File: config.mk
export PLATFORM = sky130hd
export DESIGN_NAME = tgds_sequencer
export DESIGN_NICKNAME = d
export VERILOG_FILES = /design/src/inc/tgds_pkg.sv /design/src/rtl/tgds_speed_clock.sv /design/src/rtl/tgds_sequencer.sv
export SDC_FILE = /design/constraint.sdc
export NUM_CORES = 1
export LEC_CHECK = 0
export BUFFER_PORTS_ARGS = -buffer_cell sky130_fd_sc_hd__buf_2
export CORE_UTILIZATION = 60
export DETAILED_ROUTE_END_ITERATION = 16
export GPL_ROUTABILITY_DRIVEN = 0
export PLACE_DENSITY = 0.83
export SYNTH_ARGS = -nofsm -noshare
export SYNTH_HDL_FRONTEND = slang
export SYNTH_SLANG_ARGS = --single-unit
File: constraint.sdc
create_clock -name i_clock -period 5 [get_ports i_clock]
set_input_delay 0.5 -clock i_clock [delete_from_list [all_inputs] [get_ports i_clock]]
set_output_delay 0.5 -clock i_clock [all_outputs]
set_load 0.01 [all_outputs]
File: src/inc/tgds_pkg.sv
// Purpose: constants of the tape gap delay sequencer
// Assumes: 25 MHz system clock, nine-track transports only
// Notes: delay figures in ms, counted in 10 us speed-clock ticks
package tgds_pkg;

	// clock and speed clock
	localparam int unsigned CLOCK_NS = 40;
	localparam int unsigned TICK_US  = 10;
	localparam logic [15:0] TICK_CYC = 16'(TICK_US * 1000 / CLOCK_NS);

	// ms figure to whole speed-clock ticks
	function automatic int ms_to_ticks(input real ms);
		return int'(ms * 1000.0 / real'(TICK_US));
	endfunction

	// speed select codes
	localparam logic [1:0] SPD_75    = 2'h0;
	localparam logic [1:0] SPD_45    = 2'h1;
	localparam logic [1:0] SPD_37    = 2'h2;
	localparam logic [1:0] SPD_SCALE = 2'h3;

	// 75 ips figures
	localparam real PRE_RD_75_MS     = 3.66;
	localparam real PRE_WR_75_MS     = 5.66;
	localparam real PRE_RD_BOT_75_MS = 12.0;
	localparam real PRE_WR_BOT_75_MS = 53.6;
	localparam real HALT_75_MS       = 5.66;
	localparam real POST_FWD_75_MS   = 1.67;
	localparam real POST_EDSS_75_MS  = 0.33;
	localparam real POST_WRSS_75_MS  = 2.66;
	localparam real POST_EDDS_75_MS  = 2.33;
	// 45 ips figures
	localparam real PRE_RD_45_MS     = 6.08;
	localparam real PRE_WR_45_MS     = 9.4;
	localparam real PRE_RD_BOT_45_MS = 19.9;
	localparam real PRE_WR_BOT_45_MS = 89.0;
	localparam real HALT_45_MS       = 9.4;
	localparam real POST_FWD_45_MS   = 2.78;
	localparam real POST_EDSS_45_MS  = 0.54;
	localparam real POST_WRSS_45_MS  = 4.4;
	localparam real POST_EDDS_45_MS  = 3.86;
	// 37.5 ips figures
	localparam real PRE_RD_37_MS     = 7.3;
	localparam real PRE_WR_37_MS     = 11.3;
	localparam real PRE_RD_BOT_37_MS = 24.0;
	localparam real PRE_WR_BOT_37_MS = 107.3;
	localparam real HALT_37_MS       = 11.3;
	localparam real POST_FWD_37_MS   = 3.34;
	localparam real POST_EDSS_37_MS  = 0.66;
	localparam real POST_WRSS_37_MS  = 5.3;
	localparam real POST_EDDS_37_MS  = 4.64;

	// tick counts
	localparam logic [15:0] T_PRE_RD_75     = 16'(ms_to_ticks(PRE_RD_75_MS));
	localparam logic [15:0] T_PRE_WR_75     = 16'(ms_to_ticks(PRE_WR_75_MS));
	localparam logic [15:0] T_PRE_RD_BOT_75 = 16'(ms_to_ticks(PRE_RD_BOT_75_MS));
	localparam logic [15:0] T_PRE_WR_BOT_75 = 16'(ms_to_ticks(PRE_WR_BOT_75_MS));
	localparam logic [15:0] T_HALT_75       = 16'(ms_to_ticks(HALT_75_MS));
	localparam logic [15:0] T_POST_FWD_75   = 16'(ms_to_ticks(POST_FWD_75_MS));
	localparam logic [15:0] T_POST_EDSS_75  = 16'(ms_to_ticks(POST_EDSS_75_MS));
	localparam logic [15:0] T_POST_WRSS_75  = 16'(ms_to_ticks(POST_WRSS_75_MS));
	localparam logic [15:0] T_POST_EDDS_75  = 16'(ms_to_ticks(POST_EDDS_75_MS));
	localparam logic [15:0] T_PRE_RD_45     = 16'(ms_to_ticks(PRE_RD_45_MS));
	localparam logic [15:0] T_PRE_WR_45     = 16'(ms_to_ticks(PRE_WR_45_MS));
	localparam logic [15:0] T_PRE_RD_BOT_45 = 16'(ms_to_ticks(PRE_RD_BOT_45_MS));
	localparam logic [15:0] T_PRE_WR_BOT_45 = 16'(ms_to_ticks(PRE_WR_BOT_45_MS));
	localparam logic [15:0] T_HALT_45       = 16'(ms_to_ticks(HALT_45_MS));
	localparam logic [15:0] T_POST_FWD_45   = 16'(ms_to_ticks(POST_FWD_45_MS));
	localparam logic [15:0] T_POST_EDSS_45  = 16'(ms_to_ticks(POST_EDSS_45_MS));
	localparam logic [15:0] T_POST_WRSS_45  = 16'(ms_to_ticks(POST_WRSS_45_MS));
	localparam logic [15:0] T_POST_EDDS_45  = 16'(ms_to_ticks(POST_EDDS_45_MS));
	localparam logic [15:0] T_PRE_RD_37     = 16'(ms_to_ticks(PRE_RD_37_MS));
	localparam logic [15:0] T_PRE_WR_37     = 16'(ms_to_ticks(PRE_WR_37_MS));
	localparam logic [15:0] T_PRE_RD_BOT_37 = 16'(ms_to_ticks(PRE_RD_BOT_37_MS));
	localparam logic [15:0] T_PRE_WR_BOT_37 = 16'(ms_to_ticks(PRE_WR_BOT_37_MS));
	localparam logic [15:0] T_HALT_37       = 16'(ms_to_ticks(HALT_37_MS));
	localparam logic [15:0] T_POST_FWD_37   = 16'(ms_to_ticks(POST_FWD_37_MS));
	localparam logic [15:0] T_POST_EDSS_37  = 16'(ms_to_ticks(POST_EDSS_37_MS));
	localparam logic [15:0] T_POST_WRSS_37  = 16'(ms_to_ticks(POST_WRSS_37_MS));
	localparam logic [15:0] T_POST_EDDS_37  = 16'(ms_to_ticks(POST_EDDS_37_MS));

	// register map
	localparam logic [3:0] REG_CFG    = 4'h0;
	localparam logic [3:0] REG_SCALE  = 4'h4;
	localparam logic [3:0] REG_STATUS = 4'h8;
	// config fields
	localparam int unsigned CFG_SPD_LSB = 0;
	localparam int unsigned CFG_DUAL    = 2;
	localparam int unsigned CFG_EDIT    = 3;
	localparam logic [3:0]  CFG_RST     = 4'h4;
	localparam logic [15:0] SCALE_RST   = TICK_CYC;
	// status fields
	localparam int unsigned ST_STATE_LSB = 0;
	localparam int unsigned ST_DBUSY     = 3;
	localparam int unsigned ST_COMMAND_BUSY     = 4;
	localparam int unsigned ST_MOTION    = 5;
	localparam int unsigned ST_CNT_LSB   = 16;

	// sequencer states, gray from idle through halt; halt back to idle flips two bits
	typedef enum logic [2:0] {
		ST_IDLE = 3'h0,
		ST_PRE  = 3'h1,
		ST_XFER = 3'h3,
		ST_POST = 3'h2,
		ST_HALT = 3'h6,
		ST_WLP  = 3'h4
	} tgds_state_e;

endpackage

File: src/rtl/tgds_speed_clock.sv
// Purpose: speed clock tick generator for the delay counter
// Assumes: i_period at least 1
// Notes: one-cycle tick every i_period clocks
`timescale 1ns/1ns
`default_nettype none
module tgds_speed_clock (
	// clock and reset
	input  wire logic        i_clock,
	input  wire logic        i_rst,
	// period in clock cycles
	input  wire logic [15:0] i_period,
	// tick out
	output logic             o_tick
);
	logic [15:0] count;

	// divider restarts on reset and at terminal count
	always_ff @(posedge i_clock) begin
		if (i_rst) begin
			count  <= 16'h0000;
			o_tick <= 1'b0;
		end else if (count + 16'h0001 >= i_period) begin
			count  <= 16'h0000;
			o_tick <= 1'b1;
		end else begin
			count  <= count + 16'h0001;
			o_tick <= 1'b0;
		end
	end
endmodule // tgds_speed_clock
`default_nettype wire

File: src/rtl/tgds_sequencer.sv
// Purpose: predelay, postdelay and halt delay sequencing of a tape formatter
// Assumes: host pins asynchronous; end_record_state from same clock domain
// Notes: nine-track tables at 75, 45 and 37.5 ips; other speeds scaled
//
// Added by the designer: the plain strobed port and the placing of the registers.
`timescale 1ns/1ns
`default_nettype none
module tgds_sequencer (
	// clock and reset
	input  wire logic        i_clock,
	input  wire logic        i_rst,
	// register port
	input  wire logic [3:0]  i_addr,
	input  wire logic [31:0] i_wdata,
	input  wire logic        i_wr,
	input  wire logic        i_rd,
	output logic      [31:0] o_rdata,
	// host command pins
	input  wire logic        i_command_strobe_n,
	input  wire logic        i_cmd_write,
	input  wire logic        i_cmd_reverse,
	input  wire logic        i_cmd_bot,
	// transport and formatter
	input  wire logic        i_load_point_marker,
	input  wire logic        i_end_record_state,
	output logic             o_motion,
	// busy lines to host
	output logic             o_data_busy,
	output logic             o_command_busy
);

	typedef struct packed {
		tgds_pkg::tgds_state_e state;
		logic [15:0] cnt;
		logic [1:0]  stb_sync;
		logic        stb_prev;
		logic [1:0]  lp_sync;
		logic        lp_prev;
		logic [1:0]  wr_sync;
		logic [1:0]  rev_sync;
		logic [1:0]  bot_sync;
		logic        end_prev;
		logic        op_write;
		logic        op_rev;
		logic        op_bot;
		logic [3:0]  cfg;
		logic [15:0] scale;
		logic [31:0] rdata;
		logic        data_busy;
		logic        cmd_busy;
		logic        motion;
	} tgds_regs_s;

	localparam tgds_regs_s REGS_RST = '{
		state:     tgds_pkg::ST_IDLE,
		cnt:       16'h0000,
		stb_sync:  2'h3,
		stb_prev:  1'b1,
		lp_sync:   2'h0,
		lp_prev:   1'b0,
		wr_sync:   2'h0,
		rev_sync:  2'h0,
		bot_sync:  2'h0,
		end_prev:  1'b0,
		op_write:  1'b0,
		op_rev:    1'b0,
		op_bot:    1'b0,
		cfg:       tgds_pkg::CFG_RST,
		scale:     tgds_pkg::SCALE_RST,
		rdata:     32'h0000_0000,
		data_busy: 1'b0,
		cmd_busy:  1'b0,
		motion:    1'b0
	};

	tgds_regs_s r;
	tgds_regs_s next_r;
	logic       tick;
	logic [15:0] tick_period;
	logic [1:0] spd;
	logic       dual;
	logic       edit;

	// config fields
	assign spd  = r.cfg[tgds_pkg::CFG_SPD_LSB +: 2];
	assign dual = r.cfg[tgds_pkg::CFG_DUAL];
	assign edit = r.cfg[tgds_pkg::CFG_EDIT];

	// speed clock period by speed setting
	assign tick_period = (spd == tgds_pkg::SPD_SCALE) ? r.scale : tgds_pkg::TICK_CYC;

	tgds_speed_clock u_speed_clock (
		.i_clock  (i_clock),
		.i_rst    (i_rst),
		.i_period (tick_period),
		.o_tick   (tick)
	);

	// predelay by speed, write and tape start
	function automatic logic [15:0] pre_ticks(input logic [1:0] s, input logic w,
		input logic b);
		logic [15:0] v;
		v = 16'h0000;
		case (s)
			tgds_pkg::SPD_45: begin
				v = b ? (w ? tgds_pkg::T_PRE_WR_BOT_45 : tgds_pkg::T_PRE_RD_BOT_45)
				      : (w ? tgds_pkg::T_PRE_WR_45 : tgds_pkg::T_PRE_RD_45);
			end
			tgds_pkg::SPD_37: begin
				v = b ? (w ? tgds_pkg::T_PRE_WR_BOT_37 : tgds_pkg::T_PRE_RD_BOT_37)
				      : (w ? tgds_pkg::T_PRE_WR_37 : tgds_pkg::T_PRE_RD_37);
			end
			default: begin
				v = b ? (w ? tgds_pkg::T_PRE_WR_BOT_75 : tgds_pkg::T_PRE_RD_BOT_75)
				      : (w ? tgds_pkg::T_PRE_WR_75 : tgds_pkg::T_PRE_RD_75);
			end
		endcase
		return v;
	endfunction

	// halt delay by speed
	function automatic logic [15:0] halt_ticks(input logic [1:0] s);
		logic [15:0] v;
		v = 16'h0000;
		case (s)
			tgds_pkg::SPD_45: v = tgds_pkg::T_HALT_45;
			tgds_pkg::SPD_37: v = tgds_pkg::T_HALT_37;
			default:          v = tgds_pkg::T_HALT_75;
		endcase
		return v;
	endfunction

	// postdelay by head stack, direction, write and edit
	function automatic logic [15:0] post_ticks(input logic [1:0] s, input logic w,
		input logic rv, input logic ds, input logic ed);
		logic [15:0] fwd;
		logic [15:0] edss;
		logic [15:0] wrss;
		logic [15:0] edds;
		logic [15:0] v;
		fwd  = tgds_pkg::T_POST_FWD_75;
		edss = tgds_pkg::T_POST_EDSS_75;
		wrss = tgds_pkg::T_POST_WRSS_75;
		edds = tgds_pkg::T_POST_EDDS_75;
		case (s)
			tgds_pkg::SPD_45: begin
				fwd  = tgds_pkg::T_POST_FWD_45;
				edss = tgds_pkg::T_POST_EDSS_45;
				wrss = tgds_pkg::T_POST_WRSS_45;
				edds = tgds_pkg::T_POST_EDDS_45;
			end
			tgds_pkg::SPD_37: begin
				fwd  = tgds_pkg::T_POST_FWD_37;
				edss = tgds_pkg::T_POST_EDSS_37;
				wrss = tgds_pkg::T_POST_WRSS_37;
				edds = tgds_pkg::T_POST_EDDS_37;
			end
			default: begin
				fwd = fwd;
			end
		endcase
		// dual stack write post equals single stack edit figure
		if (w) begin
			v = ds ? edss : wrss;
		end else if (!rv) begin
			v = ds ? 16'h0000 : fwd;
		end else if (ed) begin
			v = ds ? edds : edss;
		end else begin
			v = ds ? fwd : 16'h0000;
		end
		return v;
	endfunction

	// next-state logic
	always_comb begin
		next_r = r;
		// pin synchronisers; first stage read only by the second
		next_r.stb_sync = {r.stb_sync[0], i_command_strobe_n};
		next_r.stb_prev = r.stb_sync[1];
		next_r.lp_sync  = {r.lp_sync[0], i_load_point_marker};
		next_r.lp_prev  = r.lp_sync[1];
		next_r.wr_sync  = {r.wr_sync[0], i_cmd_write};
		next_r.rev_sync = {r.rev_sync[0], i_cmd_reverse};
		next_r.bot_sync = {r.bot_sync[0], i_cmd_bot};
		next_r.end_prev = i_end_record_state;

		// register writes
		if (i_wr && i_addr == tgds_pkg::REG_CFG) begin
			next_r.cfg = i_wdata[3:0];
		end
		if (i_wr && i_addr == tgds_pkg::REG_SCALE) begin
			next_r.scale = (i_wdata[15:0] == 16'h0000) ? 16'h0001 : i_wdata[15:0];
		end

		// register reads, data only in the following cycle
		next_r.rdata = 32'h0000_0000;
		if (i_rd) begin
			case (i_addr)
				tgds_pkg::REG_CFG:   next_r.rdata = {28'h0000000, r.cfg};
				tgds_pkg::REG_SCALE: next_r.rdata = {16'h0000, r.scale};
				tgds_pkg::REG_STATUS: begin
					next_r.rdata[tgds_pkg::ST_STATE_LSB +: 3] = r.state;
					next_r.rdata[tgds_pkg::ST_DBUSY]          = r.data_busy;
					next_r.rdata[tgds_pkg::ST_COMMAND_BUSY]          = r.cmd_busy;
					next_r.rdata[tgds_pkg::ST_MOTION]         = r.motion;
					next_r.rdata[tgds_pkg::ST_CNT_LSB +: 16]  = r.cnt;
				end
				default: next_r.rdata = 32'h0000_0000;
			endcase
		end

		// single delay counter, stepped by the speed clock
		if (tick && r.cnt != 16'h0000) begin
			next_r.cnt = r.cnt - 16'h0001;
		end

		// sequencer
		case (r.state)
			tgds_pkg::ST_IDLE: begin
				// strobe falling edge starts an operation
				if (r.stb_prev && !r.stb_sync[1]) begin
					next_r.op_write = r.wr_sync[1];
					next_r.op_rev   = r.rev_sync[1];
					next_r.op_bot   = r.bot_sync[1];
					next_r.cmd_busy = 1'b1;
					next_r.motion   = 1'b1;
					if (r.bot_sync[1]) begin
						next_r.state = tgds_pkg::ST_WLP;
					end else begin
						next_r.cnt   = pre_ticks(spd, r.wr_sync[1], 1'b0);
						next_r.state = tgds_pkg::ST_PRE;
					end
				end
			end
			tgds_pkg::ST_WLP: begin
				// at tape start, predelay runs from load point rise
				if (r.lp_sync[1] && !r.lp_prev) begin
					next_r.cnt   = pre_ticks(spd, r.op_write, 1'b1);
					next_r.state = tgds_pkg::ST_PRE;
				end
			end
			tgds_pkg::ST_PRE: begin
				// predelay end opens the record window
				if (r.cnt == 16'h0000) begin
					next_r.data_busy = 1'b1;
					next_r.state     = tgds_pkg::ST_XFER;
				end
			end
			tgds_pkg::ST_XFER: begin
				// end of record rise starts the postdelay
				if (i_end_record_state && !r.end_prev) begin
					next_r.cnt   = post_ticks(spd, r.op_write, r.op_rev, dual, edit);
					next_r.state = tgds_pkg::ST_POST;
				end
			end
			tgds_pkg::ST_POST: begin
				// postdelay end drops data busy and motion
				if (r.cnt == 16'h0000) begin
					next_r.data_busy = 1'b0;
					next_r.motion    = 1'b0;
					next_r.cnt       = halt_ticks(spd);
					next_r.state     = tgds_pkg::ST_HALT;
				end
			end
			tgds_pkg::ST_HALT: begin
				// halt delay end releases command busy
				if (r.cnt == 16'h0000) begin
					next_r.cmd_busy = 1'b0;
					next_r.state    = tgds_pkg::ST_IDLE;
				end
			end
			default: begin
				next_r.state     = tgds_pkg::ST_IDLE;
				next_r.data_busy = 1'b0;
				next_r.cmd_busy  = 1'b0;
				next_r.motion    = 1'b0;
			end
		endcase
	end

	// state register
	always_ff @(posedge i_clock) begin
		if (i_rst) begin
			r <= REGS_RST;
		end else begin
			r <= next_r;
		end
	end

	// outputs from flops
	assign o_rdata        = r.rdata;
	assign o_motion       = r.motion;
	assign o_data_busy    = r.data_busy;
	assign o_command_busy = r.cmd_busy;

endmodule // tgds_sequencer
`default_nettype wire

### Yosys cells after proc, flatten, opt, wreduce, memory -nomap -nowiden

Cells that the tools add are included.

| storage, ports and cells | value |
|---|---|
| register bits after elaboration | 106 |
| output and inout port bits | 35 |

| operators by class | value |
|---|---|
| $add $sub $neg | 2 |
| magnitude comparators | 1 |
| equal/unequal tests | 16 |
| multiplexer cells | 41 |
| bitwise logic cells | 6 |
| reductions and logical operators | 26 |

Operator list:

| cell | count |
|---|---|
| $mux W16 | 11 |
| $mux W19 | 4 |
| $pmux W16 S4 | 1 |
| $pmux W11 S2 | 2 |
| $pmux W9 S2 | 2 |
| $logic_not A16 Y1 | 2 |
| $mux W14 | 2 |
| $pmux W14 S2 | 1 |
| $pmux W10 S2 | 1 |
| $pmux W3 S6 | 1 |
| $pmux W6 S3 | 1 |
| $add A16 B1 Y16 const B | 1 |
| $ge A16 B16 Y1 | 1 |
| $reduce_bool A16 Y1 | 1 |
| $sub A16 B1 Y16 const B | 1 |
| $pmux W7 S2 | 1 |
| $mux W13 | 1 |
| $ne A2 B2 Y1 const B | 6 |
| $reduce_or A4 Y1 | 3 |
| $mux W11 | 1 |
| $mux W10 | 1 |
| $mux W3 | 3 |
| $mux W9 | 1 |
| $pmux W1 S3 | 3 |
| 19 further kinds | 40 |

### Longest topological paths before layout

| depth | value |
|---|---|
| depth after elaboration | 8 |
| depth in mapped cells | 13 |
| depth with buffers taken out | 12 |

### Cells and area by module

From an unflattened synthesis, not the netlist that was laid out.

| second synthesis, totals | value |
|---|---|
| cells, all modules | 693 |
| area, all modules | 5,864.4 sq um |

By module, submodules not included:

| module | instances | cells an instance | area each (sq um) | sequential area each (sq um) |
|---|---|---|---|---|
| tgds_sequencer | 1 | 564 | 4,698.3 | 1,781.7 |
| tgds_speed_clock | 1 | 129 | 1,166.1 | 340.3 |

### Worst setup path before layout

No wires, ideal clock.

| timing | value |
|---|---|
| kind | register -> register |
| start | reg u_speed_clock.count[0] |
| end | reg u_speed_clock.count[10] |
| library setup time | 0.128 ns |
| arrival time | 2.641 ns |
| required time | 4.872 ns |
| path slack | 2.231 ns |
| stages on the path, launching flop included | 14 |
| path buffers | 1 |
| period minus slack after synthesis | 2.769 ns |
| cell sequence | dfxtp_1 -> ha_1 -> nand2_1 -> nor2_1 -> nand2_1 -> xnor2_1 -> ha_1 -> nand2_1 -> o21ai_0 -> a211o_1 -> a41oi_1 -> o31ai_1 -> clkbuf_1 -> nor2b_1 |

| on the way | value |
|---|---|
| cells in the longest elaborated chain, start to end | 3 |

Ends and longest elaborated chain:

| item | line | source |
|---|---|---|
| start, declared | tgds_speed_clock.sv:15 | `logic [15:0] count;` |
| start signal, assigned | tgds_speed_clock.sv:26 | `count <= count + 16'h0001;` |
| $add A16 B1 Y16 * | tgds_speed_clock.sv:22, tgds_speed_clock.sv:26 |  |
| $ge A16 B16 Y1 | tgds_speed_clock.sv:22 | `end else if (count + 16'h0001 >= i_period) begin` |
| $reduce_or A2 Y1 (no line) | - |  |

Mark *: on every way between the ends. The rest lies on a longest branch, timed or not.
A chain may end at the register's enable or synchronous reset.

### Final worst setup path

| timing | value |
|---|---|
| start | reg r[71] (netlist name) |
| end | reg r[84] (netlist name) |

| on the way | value |
|---|---|
| cells in the longest elaborated chain, start to end | 6 |

Ends and longest elaborated chain:

| item | line | source |
|---|---|---|
| start, declared | tgds_sequencer.sv:76 | `tgds_regs_s r;` |
| start signal, assigned | tgds_sequencer.sv:287 | `r <= next_r;` |
| parallel branches: the longest is 5 deep, another holds $sub A16 B1 Y16 | - |  |
| $pmux W16 S4 * | tgds_sequencer.sv:219 | `case (r.state)` |

Every way passes the cells marked *. The select of a mux whose other input is x is not followed.

==> impl_metrics.ini <==
[critical_path]
cpMostUsedCell = o21ai_0
r2r-start = r[71]
required_ps = 5210
path_buf_inv = 1
cp_cell_sequence = inv_1, ha_1, or4b_4, nor4_4, a211oi_1, o21ai_0, o21ai_0
r2r_setup_slack_ps = 1540
cp-startpoint = r[71]
slowest_stage = o21ai_0
cp_max_fo = 12
end_kind = flip-flop
timing.rr.end = r[84]
start_kind = flip-flop
path_delay_family = compound AO/OA/AOI/OAI gates
r2r_cells = 7
cpPeakStageDelay_ps = 1000
worst_ep_arrival_time_ps = 3680
criticalPathCategory = reg -> reg

[timing]
finalClockSkew_ps = 15.5
fmax_mhz = 289
period_minus_slack_ps = 3460
final.setup.tns_ps = 0
fin_hold_ws_ps = 306
rsz0062_at_grt = false
setup_viol = 0
setup_ws_ps = 1540
finalHoldViolCount = 0
worst_slew_margin_rel_pct = 15.9
maxSlewViolCount = 0
post-route-period-util_pct = 69.2
worst_pin_slew_ps = 1250

[logic_synthesis]
synth_common_cells = dfxtp_1 (106), nand2_1 (61), nor2_1 (57), nor2b_1 (39), a21oi_1 (37)
synthCells = 673
syn_nets = 742
synthArstFlopShare_pct = 0
synthMostInstantiatedCell = dfxtp_1
synth_edf_count = 0
yosys-top-cells-area = dfxtp_1 (38%), ha_1 (5.2%), nor2b_1 (4.4%)
synth-main-ff-cell = dfxtp_1
syn_avg_cell_area_um2 = 8.30
synth_cell_types = 61
ys_seq_area_share_pct = 38.0
synth_top_area_share_pct = 38.0
yosysWarnings = 0
ys_ff_latch = 106
synth.largest_area_cell = dfxtp_1
syn_area_mm2 = 0.00558

[global_routing]
grt_max_degree = 43
overflow = 0
grt_pass1_vias = 4301
grt_antenna_before_repair = 0
grt_use_total_pct = 26.1
grt_pass1_wl_mm = 20.4

[cells_and_area]
areaGrowthSynthToFinish_pct = 5.09
post-route-util_pct = 66.3
fin_nets = 749
n_antenna_cell = 0
layout-drive-gt1-share_pct = 13.9

[outcome]
violations = DRC
status = finished with violations

[flow_run]
drv_cap = 0

[power]
p_per_area_mw_per_mm2 = 303
p_total_uw = 1780
max-vdd-ir-drop_mv = 0.166
p_leak_uw = 0.00243

[clocking]
max-clock-path-buffers = 2
post_cts_buffers = 0
cts_buffers = 9
cts_hold_buffers = 0
cts_max_level = 3
cts.clk_slew.worst_paths_ps = 110
root_buffer = clkbuf_8
cts_sinks = 106
cts_resized = 0
clock_latency_ps = 380
cts_tree = built

[floorplan]
die_y_um = 98.5
core_mm2 = 0.00885
start_util_pct = 63.1
io_pins = 81
die_area_mm2 = 0.00970
die_w_um = 98.5
rows = 34

[detailed_routing]
drt-initial-drc-count = 571
wirelength_mm = 12.6
wl_per_cell_um = 15.8
drt_pass1_iterations = 11
ant_nets = 0
post-route-drc-count = 4
vias_per_cell = 6.02
vias = 4776

[worst_hold_path]
hp-start = i_command_strobe_n
holdPathStages = 2
min_path_type = in -> reg
whs_endpoint = next_r[70]

[placement]
place_ws_ps = 1700
portBuffers = 64
place_hpwl_mm = 9.13
logic make-up after synthesis:
| group | after synthesis | synth area share (%) |
|---|---|---|
| and+or+nand+nor | 274 | 25.5 |
| AOI/OAI and AO/OA | 146 | 16.9 |
| DFF | 106 | 38.0 |
| buffers and inverters | 87 | 8.36 |
| xor gates and xnor gates | 27 | 4.23 |
| adders and majority gates | 23 | 5.15 |
| muxes | 10 | 1.81 |
how the worst max path moves through the flow:
stage | endpoint | cells past startpoint
5_1_grt | r[84] | 7
6_report | r[84] | 7
4_1_cts | r[73] | 7
3_3_place_gp | r[84] | 7
2_1_floorplan | u_speed_clock.count[10] | 13
3_5_place_dp | r[84] | 7
layer usage:
layer,GRT usage [%],share of wire (%)
met3,4.11,6.6
met2,41.7,45
met5,0,0
met4,9.41,2.1
met1,35.9,46
state kept, by name (all words and copies together) (netlist names), 7 cells and up:
register,cells
next_r,7
r,45
o_rdata,32
u_speed_clock.count,16
cell type report:
type / count / area (µm²)
Sequential cell: 106 / 2120
Timing Repair Buffer: 65 / 328
Inverter: 18 / 67.6
Fill cell: 732 / 2980
Tap cell: 108 / 135
Clock buffer: 9 / 124
Multi-Input combinational cell: 480 / 3000
Clock inverter: 7 / 96.3
layout by cell type, fill, tap and decap left out, types with 8 or more instances in the layout:
| master | instances |
|---|---|
| nor2_1 | 57 |
| a21oi_1 | 37 |
| nand2_1 | 61 |
| mux2i_1 | 9 |
| nor4_1 | 8 |
| and2_1 | 28 |
| inv_1 | 18 |
| xnor2_1 | 21 |
| nand3_1 | 23 |
| buf_2 | 64 |
| ha_1 | 23 |
| nor2b_1 | 39 |
| o22ai_1 | 11 |
| nor3_1 | 12 |
| clkbuf_8 | 9 |
| a22oi_1 | 12 |
| dfxtp_1 | 106 |
| o21ai_0 | 35 |
| nand2b_1 | 12 |
power by group:
group | total, µW | leakage (µW) | internal, µW | switching, µW
combinational | 287 | 0.00146 | 112 | 174
sequential | 918 | 0.000859 | 872 | 46.0
clock | 576 | 0.000108 | 247 | 329
through the flow:
step | cells | cell area [µm²]
floorplan | 673 | 5580
global placement | 777 | 5650
detailed placement | 777 | 5650
CTS | 793 | 5870
global route | 793 | 5870
finish | 793 | 5870
No activity file was read; power rests on OpenSTA's default activity.
